## config.mk

```make
export PLATFORM = sky130hd
export DESIGN_NAME = bit_manip_datapath
export DESIGN_NICKNAME = d
export VERILOG_FILES = /design/src/rtl/bit_manip_pkg.sv /design/src/rtl/bit_manip_datapath.sv
export SDC_FILE = /design/constraint.sdc
export NUM_CORES = 1
export LEC_CHECK = 0
export BUFFER_PORTS_ARGS = -buffer_cell sky130_fd_sc_hd__buf_2
export CAP_MARGIN = 20
export CORE_MARGIN = 5
export CORE_UTILIZATION = 43
export CTS_BUF_LIST = sky130_fd_sc_hd__clkbuf_4 sky130_fd_sc_hd__clkbuf_8
export CTS_CLUSTER_SIZE = 28
export DETAILED_ROUTE_END_ITERATION = 12
export GPL_TIMING_DRIVEN = 0
export PLACE_DENSITY = 0.79
export REMOVE_ABC_BUFFERS = 1
export SLEW_MARGIN = 20
export SYNTH_ARGS = -nofsm -noshare
export SYNTH_HDL_FRONTEND = slang
export SYNTH_SLANG_ARGS = --single-unit
```

## constraint.sdc

```tcl
create_clock -name ref_clk -period 0.8 [get_ports ref_clk]
set_input_delay 0.08 -clock ref_clk [delete_from_list [all_inputs] [get_ports ref_clk]]
set_output_delay 0.08 -clock ref_clk [all_outputs]
set_load 0.02 [all_outputs]
```

## src/rtl/bit_manip_pkg.sv

```systemverilog
// Purpose: Constants and types shared by the single-bit manipulation datapath
// Assumes: Byte operands, 3-bit bit numbers, 24-bit byte addresses
// Notes: Operation codes below are this block's own encoding
// Notes on behaviour
// (RULE1) Set selects bit to one, others kept
// (RULE2) Clear selects bit to zero, others kept
// (RULE3) Invert complements selected bit, writes back
// (RULE4) Test loads Z with inverse bit, operand kept
// (RULE5) AND carry with selected bit
// (RULE6) AND carry with inverted selected bit
// (RULE7) OR carry with selected bit
// (RULE8) OR carry with inverted selected bit
// (RULE9) Set/clear/invert/test: immediate or register bit number
// (RULE10) Inverted AND/OR take immediate bit number only
// (RULE11) All bit operations act on bytes only
// (RULE12) Odd word/longword address forced even, no error
// (RULE13) Instruction fetch alignment forced even too
// (RULE14) Operation field always holds first four bits
// (RULE15) Address reg 3 bits, data reg 3/4 bits
// (RULE16) Extension is 8, 16 or 32 bits
// (RULE17) Branch condition field decides taken branch
// (RULE18) Multi-byte data is big-endian in memory
package bit_manip_pkg;
   localparam int BYTE_W = 8;
   localparam int BITNO_W = 3;
   localparam int ADDR_W = 24;
   localparam int OPFIELD_W = 4;
   localparam int ADDRREG_W = 3;
   localparam int DATAREG_W = 4;
   localparam int COND_W = 4;
   localparam int EXT_W = 32;
   localparam logic [7:0] RESET_BYTE = 8'h00;
   localparam logic RESET_FLAG = 1'b0;

   // Bit operation selector
   typedef enum logic [2:0] {
      bit_set_op = 3'h0,
      bit_clear_op = 3'h1,
      bit_invert_op = 3'h2,
      bit_test_op = 3'h3,
      carry_and_bit_op = 3'h4,
      carry_and_inverted_bit_op = 3'h5,
      carry_or_bit_op = 3'h6,
      carry_or_inverted_bit_op = 3'h7
   } bit_op_t;

   // Access size of a memory operand or fetch
   typedef enum logic [1:0] {
      SIZE_BYTE = 2'h0,
      SIZE_WORD = 2'h1,
      SIZE_LONG = 2'h2
   } acc_size_t;

   // Extension length code
   typedef enum logic [1:0] {
      EXT_NONE = 2'h0,
      EXT_8 = 2'h1,
      EXT_16 = 2'h2,
      EXT_32 = 2'h3
   } ext_len_t;
endpackage

```

## src/rtl/bit_manip_datapath.sv

```systemverilog
// Purpose: Single-bit operation slice with instruction field split and
//          operand address alignment
// Assumes: Instruction unit presents one request per valid pulse
// Notes: All results are registered; answer one cycle after request
`timescale 1ns/10ps
module bit_manip_datapath (
   input wire logic ref_clk, // System clock, 100 MHz
   input wire logic arst_n, // Asynchronous reset, active low
   input wire logic opValid, // Bit operation request pulse
   input wire bit_manip_pkg::bit_op_t opCode, // Bit operation selector
   input wire logic useRegBitNo, // Take bit number from register
   input wire logic [2:0] immBitNo, // Immediate bit number
   input wire logic [7:0] regBitSrc, // Register holding bit number
   input wire logic [7:0] operandIn, // Byte operand
   input wire logic carryIn, // Current carry flag
   input wire logic zeroIn, // Current zero flag
   input wire logic addrValid, // Address alignment request pulse
   input wire logic [23:0] addrIn, // Requested byte address
   input wire bit_manip_pkg::acc_size_t addrSize, // Access size
   input wire logic isFetch, // Request is an instruction fetch
   input wire logic [31:0] memDataIn, // Datum to lay out in memory order
   input wire logic insValid, // Instruction word present pulse
   input wire logic [15:0] insWord, // First instruction word
   input wire bit_manip_pkg::ext_len_t extLen, // Extension length
   input wire logic [31:0] extRaw, // Raw extension bits
   input wire logic [15:0] ccrFlags, // Flags for condition test: N,Z,V,C
   output logic resValid, // Bit result valid pulse
   output logic [7:0] operandOut, // Byte result
   output logic writeBack, // Operand must be written back
   output logic carryOut, // New carry flag
   output logic zeroOut, // New zero flag
   output logic [2:0] bitNoUsed, // Bit number applied
   output logic alignValid, // Aligned address valid pulse
   output logic [23:0] addrOut, // Aligned address
   output logic [7:0] memByte0, // Byte at lowest address
   output logic [7:0] memByte1, // Byte at address plus one
   output logic [7:0] memByte2, // Byte at address plus two
   output logic [7:0] memByte3, // Byte at address plus three
   output logic decValid, // Decode fields valid pulse
   output logic [3:0] opField, // Operation field
   output logic [2:0] addrRegSel, // Address register selection
   output logic [3:0] dataRegSel, // Data register selection
   output logic [31:0] extValue, // Extension, zero extended
   output logic branchTaken // Condition met
);

   // Bit number: inverted carry ops ignore the register source
   wire logic regAllowed;
   wire logic [2:0] bitNo;
   assign regAllowed = useRegBitNo && (opCode != bit_manip_pkg::carry_and_inverted_bit_op)
      && (opCode != bit_manip_pkg::carry_or_inverted_bit_op); // RULE10
   assign bitNo = regAllowed ? regBitSrc[2:0] : immBitNo; // RULE9

   // One-hot mask of the selected bit; operand width fixed at a byte
   wire logic [7:0] bitMask;
   wire logic selBit;
   assign bitMask = 8'h01 << bitNo; // RULE11
   assign selBit = operandIn[bitNo];

   // Byte results of the modifying ops
   wire logic [7:0] setByte;
   wire logic [7:0] clrByte;
   wire logic [7:0] invByte;
   assign setByte = operandIn | bitMask; // RULE1
   assign clrByte = operandIn & ~bitMask; // RULE2
   assign invByte = operandIn ^ bitMask; // RULE3

   // Carry results of the logic ops
   wire logic cAnd;
   wire logic cAndInv;
   wire logic cOr;
   wire logic cOrInv;
   assign cAnd = carryIn & selBit; // RULE5
   assign cAndInv = carryIn & ~selBit; // RULE6
   assign cOr = carryIn | selBit; // RULE7
   assign cOrInv = carryIn | ~selBit; // RULE8

   // Operation selection
   logic [7:0] next_operand;
   logic next_writeBack;
   logic next_carry;
   logic next_zero;
   always_comb begin
      next_operand = operandIn;
      next_writeBack = 1'b0;
      next_carry = carryIn;
      next_zero = zeroIn;
      case (opCode)
         bit_manip_pkg::bit_set_op: begin
            next_operand = setByte; // RULE1
            next_writeBack = 1'b1;
         end
         bit_manip_pkg::bit_clear_op: begin
            next_operand = clrByte; // RULE2
            next_writeBack = 1'b1;
         end
         bit_manip_pkg::bit_invert_op: begin
            next_operand = invByte; // RULE3
            next_writeBack = 1'b1;
         end
         bit_manip_pkg::bit_test_op: next_zero = ~selBit; // RULE4
         bit_manip_pkg::carry_and_bit_op: next_carry = cAnd; // RULE5
         bit_manip_pkg::carry_and_inverted_bit_op: next_carry = cAndInv; // RULE6
         bit_manip_pkg::carry_or_bit_op: next_carry = cOr; // RULE7
         bit_manip_pkg::carry_or_inverted_bit_op: next_carry = cOrInv; // RULE8
         default: next_operand = operandIn;
      endcase
   end

   // Bit result registers; flags hold between requests
   always_ff @(posedge ref_clk or negedge arst_n) begin
      if (!arst_n) begin
         resValid <= 1'b0;
         operandOut <= bit_manip_pkg::RESET_BYTE;
         writeBack <= 1'b0;
         carryOut <= bit_manip_pkg::RESET_FLAG;
         zeroOut <= bit_manip_pkg::RESET_FLAG;
         bitNoUsed <= 3'h0;
      end else begin
         resValid <= opValid;
         if (opValid) begin
            operandOut <= next_operand;
            writeBack <= next_writeBack;
            carryOut <= next_carry;
            zeroOut <= next_zero;
            bitNoUsed <= bitNo;
         end else begin
            writeBack <= 1'b0;
         end
      end
   end

   // Alignment: odd word/long addresses drop bit 0 instead of faulting,
   // fetches are always word aligned
   wire logic forceEven;
   wire logic [23:0] alignedAddr;
   assign forceEven = isFetch || (addrSize != bit_manip_pkg::SIZE_BYTE); // RULE12 RULE13
   assign alignedAddr = forceEven ? {addrIn[23:1], 1'b0} : addrIn; // RULE12 RULE13

   // Big-endian lane placement: most significant byte at lowest address
   logic [7:0] next_b0;
   logic [7:0] next_b1;
   logic [7:0] next_b2;
   logic [7:0] next_b3;
   always_comb begin
      next_b0 = memDataIn[7:0];
      next_b1 = 8'h00;
      next_b2 = 8'h00;
      next_b3 = 8'h00;
      case (addrSize)
         bit_manip_pkg::SIZE_WORD: begin
            next_b0 = memDataIn[15:8]; // RULE18
            next_b1 = memDataIn[7:0];
         end
         bit_manip_pkg::SIZE_LONG: begin
            next_b0 = memDataIn[31:24]; // RULE18
            next_b1 = memDataIn[23:16];
            next_b2 = memDataIn[15:8];
            next_b3 = memDataIn[7:0];
         end
         default: next_b0 = memDataIn[7:0];
      endcase
   end

   always_ff @(posedge ref_clk or negedge arst_n) begin
      if (!arst_n) begin
         alignValid <= 1'b0;
         addrOut <= 24'h000000;
         memByte0 <= 8'h00;
         memByte1 <= 8'h00;
         memByte2 <= 8'h00;
         memByte3 <= 8'h00;
      end else begin
         alignValid <= addrValid;
         if (addrValid) begin
            addrOut <= alignedAddr;
            memByte0 <= next_b0;
            memByte1 <= next_b1;
            memByte2 <= next_b2;
            memByte3 <= next_b3;
         end
      end
   end

   // Field split: operation in [15:12], condition in [11:8],
   // address register in [6:4], data register in [3:0]
   wire logic [3:0] opNib;
   wire logic [3:0] condNib;
   assign opNib = insWord[15:12]; // RULE14
   assign condNib = insWord[11:8]; // RULE17

   // Extension sized by length code, zero extended
   logic [31:0] next_ext;
   always_comb begin
      next_ext = 32'h00000000;
      case (extLen)
         bit_manip_pkg::EXT_8: next_ext = {24'h000000, extRaw[7:0]}; // RULE16
         bit_manip_pkg::EXT_16: next_ext = {16'h0000, extRaw[15:0]}; // RULE16
         bit_manip_pkg::EXT_32: next_ext = extRaw; // RULE16
         default: next_ext = 32'h00000000;
      endcase
   end

   // Condition evaluation over N,Z,V,C in ccrFlags[3:0]
   wire logic fN;
   wire logic fZ;
   wire logic fV;
   wire logic fC;
   assign fN = ccrFlags[3];
   assign fZ = ccrFlags[2];
   assign fV = ccrFlags[1];
   assign fC = ccrFlags[0];
   logic next_taken;
   always_comb begin
      next_taken = 1'b0;
      case (condNib)
         4'h0: next_taken = 1'b1;
         4'h1: next_taken = 1'b0;
         4'h2: next_taken = ~(fC | fZ);
         4'h3: next_taken = fC | fZ;
         4'h4: next_taken = ~fC;
         4'h5: next_taken = fC;
         4'h6: next_taken = ~fZ;
         4'h7: next_taken = fZ;
         4'h8: next_taken = ~fV;
         4'h9: next_taken = fV;
         4'ha: next_taken = ~fN;
         4'hb: next_taken = fN;
         4'hc: next_taken = ~(fN ^ fV);
         4'hd: next_taken = fN ^ fV;
         4'he: next_taken = ~(fZ | (fN ^ fV));
         default: next_taken = fZ | (fN ^ fV);
      endcase
   end

   always_ff @(posedge ref_clk or negedge arst_n) begin
      if (!arst_n) begin
         decValid <= 1'b0;
         opField <= 4'h0;
         addrRegSel <= 3'h0;
         dataRegSel <= 4'h0;
         extValue <= 32'h00000000;
         branchTaken <= 1'b0;
      end else begin
         decValid <= insValid;
         if (insValid) begin
            opField <= opNib; // RULE14
            addrRegSel <= insWord[6:4]; // RULE15
            dataRegSel <= insWord[3:0]; // RULE15
            extValue <= next_ext;
            branchTaken <= next_taken; // RULE17
         end
      end
   end

   // Checks
   a_set_bit_one: assert property (@(posedge ref_clk) disable iff (!arst_n) // RULE1
      opValid && opCode == bit_manip_pkg::bit_set_op |=> operandOut == ($past(operandIn) | (8'h01 << bitNoUsed)) && writeBack)
      else $error("set result wrong");
   a_clear_bit_zero: assert property (@(posedge ref_clk) disable iff (!arst_n) // RULE2
      opValid && opCode == bit_manip_pkg::bit_clear_op |=> operandOut == ($past(operandIn) & ~(8'h01 << bitNoUsed)))
      else $error("clear result wrong");
   a_invert_bit: assert property (@(posedge ref_clk) disable iff (!arst_n) // RULE3
      opValid && opCode == bit_manip_pkg::bit_invert_op |=> (operandOut ^ $past(operandIn)) == (8'h01 << bitNoUsed))
      else $error("invert result wrong");
   a_test_zero_flag: assert property (@(posedge ref_clk) disable iff (!arst_n) // RULE4
      opValid && opCode == bit_manip_pkg::bit_test_op |=> zeroOut == ~operandOut[bitNoUsed] && !writeBack)
      else $error("test flag wrong");
   a_carry_and: assert property (@(posedge ref_clk) disable iff (!arst_n) // RULE5
      opValid && opCode == bit_manip_pkg::carry_and_bit_op |=> carryOut == ($past(carryIn) & operandOut[bitNoUsed]))
      else $error("carry and wrong");
   a_carry_and_inv: assert property (@(posedge ref_clk) disable iff (!arst_n) // RULE6
      opValid && opCode == bit_manip_pkg::carry_and_inverted_bit_op |=> carryOut == ($past(carryIn) & ~operandOut[bitNoUsed]))
      else $error("carry and-not wrong");
   a_carry_or: assert property (@(posedge ref_clk) disable iff (!arst_n) // RULE7
      opValid && opCode == bit_manip_pkg::carry_or_bit_op |=> carryOut == ($past(carryIn) | operandOut[bitNoUsed]))
      else $error("carry or wrong");
   a_carry_or_inv: assert property (@(posedge ref_clk) disable iff (!arst_n) // RULE8
      opValid && opCode == bit_manip_pkg::carry_or_inverted_bit_op |=> carryOut == ($past(carryIn) | ~operandOut[bitNoUsed]))
      else $error("carry or-not wrong");
   a_imm_only_inv: assert property (@(posedge ref_clk) disable iff (!arst_n) // RULE10
      opValid && (opCode == bit_manip_pkg::carry_and_inverted_bit_op
      || opCode == bit_manip_pkg::carry_or_inverted_bit_op) |=> bitNoUsed == $past(immBitNo))
      else $error("inverted op used register bit number");
   a_align_even: assert property (@(posedge ref_clk) disable iff (!arst_n) // RULE12
      addrValid && (isFetch || addrSize != bit_manip_pkg::SIZE_BYTE) |=> !addrOut[0] && addrOut[23:1] == $past(addrIn[23:1]))
      else $error("alignment wrong");
   a_big_endian: assert property (@(posedge ref_clk) disable iff (!arst_n) // RULE18
      addrValid && addrSize == bit_manip_pkg::SIZE_LONG |=> memByte0 == $past(memDataIn[31:24]) && memByte3 == $past(memDataIn[7:0]))
      else $error("byte order wrong");
   a_op_field: assert property (@(posedge ref_clk) disable iff (!arst_n) // RULE14
      insValid |=> decValid && opField == $past(insWord[15:12]))
      else $error("operation field wrong");

   // Bit number source and result pulses
   a_reg_bit_no: assert property (@(posedge ref_clk) disable iff (!arst_n) // RULE9
      opValid && useRegBitNo && opCode != bit_manip_pkg::carry_and_inverted_bit_op
      && opCode != bit_manip_pkg::carry_or_inverted_bit_op
      |=> bitNoUsed == $past(regBitSrc[2:0]))
      else $error("register bit number not applied");
   a_imm_bit_no: assert property (@(posedge ref_clk) disable iff (!arst_n) // RULE9
      opValid && !useRegBitNo |=> bitNoUsed == $past(immBitNo))
      else $error("immediate bit number not applied");
   a_result_pulse: assert property (@(posedge ref_clk) disable iff (!arst_n) // RULE1
      opValid |=> resValid)
      else $error("result valid missing");
   a_idle_quiet: assert property (@(posedge ref_clk) disable iff (!arst_n) // RULE1
      !opValid |=> !resValid && !writeBack)
      else $error("result or write-back without request");
   // Flag-only ops must not store; a stray store would corrupt memory
   a_flag_op_kept: assert property (@(posedge ref_clk) disable iff (!arst_n) // RULE5
      opValid && opCode != bit_manip_pkg::bit_set_op && opCode != bit_manip_pkg::bit_clear_op
      && opCode != bit_manip_pkg::bit_invert_op
      |=> !writeBack && operandOut == $past(operandIn))
      else $error("flag op changed the operand");
   a_modify_flags_kept: assert property (@(posedge ref_clk) disable iff (!arst_n) // RULE1
      opValid && (opCode == bit_manip_pkg::bit_set_op || opCode == bit_manip_pkg::bit_clear_op
      || opCode == bit_manip_pkg::bit_invert_op)
      |=> carryOut == $past(carryIn) && zeroOut == $past(zeroIn))
      else $error("modifying op changed a flag");
   // Address side: pulse, fetch alignment, plain bytes and word lane order
   a_align_pulse: assert property (@(posedge ref_clk) disable iff (!arst_n) // RULE12
      addrValid |=> alignValid)
      else $error("aligned address valid missing");
   a_fetch_even: assert property (@(posedge ref_clk) disable iff (!arst_n) // RULE13
      addrValid && isFetch |=> !addrOut[0])
      else $error("odd fetch address");
   a_byte_as_is: assert property (@(posedge ref_clk) disable iff (!arst_n) // RULE12
      addrValid && !isFetch && addrSize == bit_manip_pkg::SIZE_BYTE
      |=> addrOut == $past(addrIn))
      else $error("byte address altered");
   a_word_order: assert property (@(posedge ref_clk) disable iff (!arst_n) // RULE18
      addrValid && addrSize == bit_manip_pkg::SIZE_WORD
      |=> memByte0 == $past(memDataIn[15:8]) && memByte1 == $past(memDataIn[7:0]))
      else $error("word byte order wrong");
   // Decode side: register fields, extension fill and the always, never and equal conditions
   a_reg_fields: assert property (@(posedge ref_clk) disable iff (!arst_n) // RULE15
      insValid |=> addrRegSel == $past(insWord[6:4]) && dataRegSel == $past(insWord[3:0]))
      else $error("register field wrong");
   a_ext_byte: assert property (@(posedge ref_clk) disable iff (!arst_n) // RULE16
      insValid && extLen == bit_manip_pkg::EXT_8
      |=> extValue == {24'h000000, $past(extRaw[7:0])})
      else $error("8-bit extension wrong");
   a_ext_word: assert property (@(posedge ref_clk) disable iff (!arst_n) // RULE16
      insValid && extLen == bit_manip_pkg::EXT_16
      |=> extValue == {16'h0000, $past(extRaw[15:0])})
      else $error("16-bit extension wrong");
   a_branch_always: assert property (@(posedge ref_clk) disable iff (!arst_n) // RULE17
      insValid && insWord[11:8] == 4'h0 |=> branchTaken)
      else $error("always condition not taken");
   a_branch_never: assert property (@(posedge ref_clk) disable iff (!arst_n) // RULE17
      insValid && insWord[11:8] == 4'h1 |=> !branchTaken)
      else $error("never condition taken");
   a_branch_equal: assert property (@(posedge ref_clk) disable iff (!arst_n) // RULE17
      insValid && insWord[11:8] == 4'h7 |=> branchTaken == $past(ccrFlags[2]))
      else $error("equal condition wrong");

endmodule // bit_manip_datapath

```

==> impl_metrics.yaml, run 1 <==
floorplan:
  die_area_um2: 15200
  boundaryPins: 272
  die_w_um: 123
  core_area_um2: 12600
  fp-row-count: 41
  die_h_um: 123
  start_util: 0.438
route:
  drtIter0Drc: 575
  first_pass_iters: 5
  avgRoutedWirePerCell_um: 21.4
  drc: 0
  drt_wl_total_um: 24100
  viasPerCell: 5.41
  num_vias: 6079
  postRouteAntennaNets: 0
sta:
  holdWs_ps: -402
  slew_violations: 0
  max_slew_margin: 0.531
  fin_skew_ps: 0
  tightest_slew_ps: 701
  fmax_mhz: 687
  period_needed_ps: 1460
  layout_setup_ws_ps: -656
  fin_crit_sh: 1.82
  finalHoldViolCount: 54
  setup_violations: 159
  grt_setup_unrepaired: "yes"
placement:
  portBuffers: 253
  dp_cells: 929
  gp_congestion: 0.840
  hpwl_um: 11300
clock_network:
  clkLatencyLatePin_ps: 430
  clkSinkCount: 117
  path_clk_slew_ps: 70
  cts_buffers: 17
  cts_root_buffer: "clkbuf_8"
  cts_htree_levels: 4
  clk_path_buf_depth: 2
  cts_tree: "done"
synthesis:
  yosys_register_bits: 117
  yosysWarnings: 0
  netlist_instances: 538
  synth_fa_ha_area_frac: 0.0430
  syn_area_um2: 5530
  syn_area_per_cell_um2: 10.3
  yosys.area_share.simple: 0.0749
  ys_types: 36
  synth_mux_area_frac: 0.116
  synth_xor_area_frac: 0.00158
  ys_seq_area_frac: 0.530
  synth_top_family_by_area: "compound AO/OA/AOI/OAI gates"
  synth_compound_area_frac: 0.153
global_routing:
  grt_max_degree: 76
  grt_pass1_vias: 6306
  track_usage: 0.285
  antenna_found_initial: 2
  overflow: 0
  grt_pass1_wl_um: 32600
worst_setup_path:
  reg2reg_slack_ps: -150
  cp_max_fo: 5
  endpoint_kind: "register"
  critPathKind: "in -> reg"
  cp.arrival_ps: 1750
  required_ps: 1100
  start_kind: "primary input"
power:
  sw_frac_of_total: 0.303
  p_per_area_nw_per_um2: 1820
  p_leak_nw: 4.79
  p_switching_mw: 5.56
  combPwrFrac: 0.287
  finalPower_mw: 18.3
  pwr-share-clk: 0.336
  p_int_mw: 12.8
  seq_power_share: 0.378
  ir_drop_uv: 1550
min_path:
  hold_path.class: "in -> async"
layout:
  post-route-util: 0.796
  finalNetCount: 1110
  layout-drive-gt1-share: 0.477
  multiInputGateArea_um2: 2530
  fillerInstances: 665
  final_cells: 1123
  register_area_um2: 2930
  syn_to_final_growth_pct: 81.8
job:
  drv_cap: 0
status:
  status: "complete, but fails checks"
  violations: "hold timing, setup timing"
-- logic make-up (layout without fill, tap and decap cells) --
family / count (synthesis) / in the layout
AND/OR/NAND/NOR: 94 / 94
buffers and inverters: 117 / 528
other: 0 / 2
multiplexers: 57 / 57
XOR/XNOR: 1 / 1
adder cells (fa/ha/maj): 19 / 19
AO/OA/AOI/OAI: 133 / 133
flip-flops: 117 / 117
-- worst paths after layout --
path	from	endpoint	cells after the start
max	opCode[0]	operandOut[7]$_DFFE_PN0P_	10
min	arst_n	memByte0[5]$_DFFE_PN0P_	1
max reg2reg	addrOut[16]$_DFFE_PN0P_	addrOut[16]$_DFFE_PN0P_	2
min reg2reg	zeroOut$_DFFE_PN0P_	zeroOut$_DFFE_PN0P_	1
max in group asynchronous	arst_n	memByte1[4]$_DFFE_PN0P_	2
min in group ref_clk	operandIn[5]	operandOut[5]$_DFFE_PN0P_	3
-- cells in the final DEF, fill, tap and decap left out, drive strengths merged, types with 3 or more instances in the layout --
cell / count
buf: 310
dfrtp: 117
dlygate4sd3: 102
inv: 83
o21ai: 53
mux2: 45
nand2: 41
nand3: 24
clkbuf: 21
ha: 19
o22ai: 18
a22oi: 17
nor2: 17
a21oi: 16
mux2i: 12
o221ai: 10
o22a: 8
bufinv: 4
clkinv: 4
nand2b: 3
nor2b: 3
clkinvlp: 3
and2: 3
a211oi: 3
-- repair_timing --
item,CTS,global route
hold buffers,102,1
resized for setup,287,87
endpoints found under the hold margin,154,55
endpoints found under the setup margin,193,177
pin swaps,16,19
buffers inserted,30,31
-- area by class of cell --
cell class	instances	share of cell area
repair buffers	414	0.360
inverters	82	0.0311
clock buffers	20	0.0268
flip-flops and latches	117	0.291
diodes	2	0.000498
multi-input cells	304	0.252
well taps	172	0.0214
clock inverters	12	0.0174
-- synth_stat cells (all sizes together) --
library cell | count | area share
clkbuf | 29 | 0.020
nand4b | 1 | 0.0016
nor2b | 3 | 0.0034
mux2i | 12 | 0.024
a221oi | 2 | 0.0032
nor3 | 1 | 0.00090
dfrtp | 117 | 0.53
a211oi | 3 | 0.0050
buf | 6 | 0.0070
inv | 82 | 0.056
o221ai | 10 | 0.017
o22ai | 18 | 0.020
xor2 | 1 | 0.0016
ha | 19 | 0.043
o21a | 1 | 0.0014
nand2b | 3 | 0.0034
and3 | 1 | 0.0011
a21bo | 1 | 0.0018
o311ai | 1 | 0.0016
a22o | 1 | 0.0016
nand2 | 41 | 0.028
o21ai | 53 | 0.048
a21oi | 16 | 0.014
o22a | 8 | 0.013
a21boi | 2 | 0.0027
nor2 | 17 | 0.012
a22oi | 17 | 0.023
nand3 | 24 | 0.022
and2 | 3 | 0.0034
mux2 | 45 | 0.092
-- worst max-delay path, cell delays in order --
cell,delay [ps]
buf_16,110
a21bo_4,240
buf_6,140
mux2i_4,210
nor2_2,130
nand2_1,100
ha_1,300
o22a_1,190
o221ai_1,150
o21ai_1,90
-- routing by layer --
| layer | vias to the layer above | wire [um] | GRT usage |
|---|---|---|---|
| met1 | 2935 | 7940 | 0.290 |
| met4 | 0 | 1620 | 0.188 |
| met5 | - | 0 | 0 |
| met3 | 137 | 1760 | 0.0855 |
| met2 | 379 | 12700 | 0.504 |
| li1 | 2628 | - | - |
-- power by group through the flow --
stage | Clock [mW] | Combinational (mW) | Sequential [mW]
after floorplan | 0 | 0.981 | 7.51
after global placement | 0 | 3.12 | 6.80
after detailed placement | 0 | 3.20 | 6.82
after CTS | 6.19 | 4.57 | 6.85
after global routing | 6.54 | 5.53 | 6.97
final | 6.15 | 5.25 | 6.92
-- metrics by stage --
| step | TNS [ps] | area (um^2) | hold WS (ps) | worst slack (ps) |
|---|---|---|---|---|
| 2_1_floorplan | -21040 | 5380 | -216 | -1040 |
| 3_3_place_gp | -310940 | 6860 | 282 | -1850 |
| 3_5_place_dp | -82940 | 6900 | 73.5 | -1550 |
| 4_1_cts | -37810 | 9540 | -405 | -570 |
| 5_1_grt | -44920 | 10000 | -394 | -662 |
| 6_report | -38040 | 10000 | -402 | -656 |
-- registers in the layout (all words and copies together), names as in the netlist --
| signal | count |
|---|---|
| opField | 4 |
| memByte3 | 8 |
| decValid | 1 |
| dataRegSel | 4 |
| extValue | 32 |
| memByte0 | 8 |
| memByte2 | 8 |
| branchTaken | 1 |
| addrOut | 24 |
| memByte1 | 8 |
| zeroOut | 1 |
| addrRegSel | 3 |
| writeBack | 1 |
| resValid | 1 |
| operandOut | 8 |
| bitNoUsed | 3 |
| alignValid | 1 |
| carryOut | 1 |
(Power assumes the default switching activity.)
==> run 2: changes to the inputs <==
--- a/config.mk
+++ b/config.mk
@@ -16,3 +16,2 @@
 export PLACE_DENSITY = 0.79
-export REMOVE_ABC_BUFFERS = 1
 export SLEW_MARGIN = 20
--- a/constraint.sdc
+++ b/constraint.sdc
@@ -3,2 +3,2 @@
 set_output_delay 0.08 -clock ref_clk [all_outputs]
-set_load 0.02 [all_outputs]
+set_load 0.005 [all_outputs]
==> run 2 against run 1 <==
Compared with the run above:
- the run still ends with hold timing, setup timing left
- utilization decreased by 0.39 points
- sequential power decreased by 2%
- count of clock-buffer cells in the layout decreased by 1
- non-clock buffer count increased by 46
- maximum frequency decreased by 4.7%
- wire length decreased by 6.3%
- clock skew unchanged
- critical path type unchanged
- critical endpoint is now operandOut[2]$_DFFE_PN0P_
- largest cell class unchanged
- largest power group unchanged
==> impl_metrics.yaml, run 2 (same netlist as run 1, synthesis figures left out) <==
route:
  drc: 0
  avgRoutedWirePerCell_um: 19.3
  postRouteAntennaNets: 0
  drt_wl_total_um: 22500
  first_pass_iters: 5
  drtIter0Drc: 497
  viasPerCell: 5.29
  num_vias: 6169
clock_network:
  clk_path_buf_depth: 2
  cts_root_buffer: "clkbuf_8"
  clkLatencyLatePin_ps: 440
  cts_buffers: 17
  cts_tree: "done"
  path_clk_slew_ps: 80
  clkSinkCount: 117
  cts_htree_levels: 4
sta:
  finalHoldViolCount: 68
  period_needed_ps: 1530
  fin_crit_sh: 1.91
  holdWs_ps: -367
  setup_violations: 150
  layout_setup_ws_ps: -728
  tightest_slew_ps: 789
  grt_setup_unrepaired: "yes"
  fin_skew_ps: 0
  max_slew_margin: 0.472
  slew_violations: 0
  fmax_mhz: 655
layout:
  layout_common_cells: "buf_2, dfrtp_1, dlygate4sd3_1"
  antenna_cells: 0
  final_cells: 1167
  syn_to_final_growth_pct: 80.9
  layout-drive-gt1-share: 0.530
  largest_register_ff_count: 32
  regMostFlops: "extValue"
  finalNetCount: 1156
  layout_commonest_cell: "buf_2"
  reg_top3: "extValue (32), addrOut (24)"
  fillerInstances: 751
  finalInstanceArea_um2: 10000
worst_setup_path:
  cp.arrival_ps: 1840
  cp_max_fo: 6
  reg2reg_from: "addrOut[17]$_DFFE_PN0P_"
  cp-startpoint: "opCode[2]"
  critPathKind: "in -> reg"
  required_ps: 1110
  start_kind: "primary input"
  endpoint_kind: "register"
global_routing:
  grt_max_degree: 70
  antenna_found_initial: 0
  grt_pass1_vias: 6519
  grt_pass1_wl_um: 32400
  overflow: 0
  track_usage: 0.276
floorplan:
  die_area_um2: 15200
  fp-row-count: 41
  die_w_um: 123
  die_h_um: 123
  boundaryPins: 272
  core_area_um2: 12600
  start_util: 0.438
min_path:
  hold_path.class: "in -> async"
job:
  drv_cap: 0
placement:
  place_ws_ps: -1280
  portBuffers: 250
  gp_congestion: 0.862
  dp_cells: 961
  hpwl_um: 13100
  placed_cell_area_um2: 7660
synthesis:
  syn_nets: 712
power:
  p_per_area_nw_per_um2: 1700
  p_leak_nw: 4.91
  finalPower_mw: 17.0
  ir_drop_uv: 1420
status:
  violations: "hold timing, setup timing"
  status: "complete, but fails checks"
## run 2: critical path, cell delays in order
cell and delay (ps):
buf_12 100, a21bo_1 200, buf_6 140, mux2_4 330, nor2_4 150, nand2_2 110
ha_4 180, inv_2 40, mux2i_1 80, o22a_1 180, o221ai_1 140, o21ai_1 90
## run 2: path summary, 6_finish.rpt
path	slack (ps)	endpoint	cells past startpoint
min in group ref_clk	10	operandOut[0]$_DFFE_PN0P_	3
worst min register to register	480	zeroOut$_DFFE_PN0P_	1
worst min-delay path	-370	memByte2[3]$_DFFE_PN0P_	1
max in group asynchronous	480	operandOut[2]$_DFFE_PN0P_	2
worst max register to register	-140	addrOut[17]$_DFFE_PN0P_	2
worst max-delay path	-730	operandOut[2]$_DFFE_PN0P_	12
## run 2: power breakdown
group / internal, mW / switching, mW / total, mW
clock network: 3.23 / 2.66 / 5.89
logic: 2.42 / 1.96 / 4.37
registers: 6.45 / 0.326 / 6.78
## run 2: repair_timing
action                                  CTS  global route
setup buffers                            38            48
cloned                                    0             1
gates resized for setup                  45            53
endpoints found under the setup margin  139           169
hold buffers                             99             1
hold endpoints to repair                166            76
pin swaps                                11            12
## run 2: metal layers
metal	up-vias	part of all wire	track usage
li1	2719	-	-
met1	3031	0.35	0.291
met2	337	0.53	0.497
met3	82	0.080	0.0874
met4	0	0.041	0.131
met5	-	0	0
## run 2: final cells by class
type	instances	area, um^2	share of cell area
Buffer	32	418	0.0418
Clock buffer	19	255	0.0255
Clock inverter	13	171	0.0171
Inverter	82	333	0.0333
Multi-Input combinational cell	304	2740	0.274
Sequential cell	117	2930	0.293
Tap cell	172	215	0.0215
Timing Repair Buffer	428	2940	0.294
## run 2: stage by stage
stage               setup TNS, ps   util
floorplan                  -14130      -
global placement          -234050  0.605
detailed placement         -41260  0.607
CTS                        -35890  0.758
global route               -43150  0.792
finish                     -36680  0.792
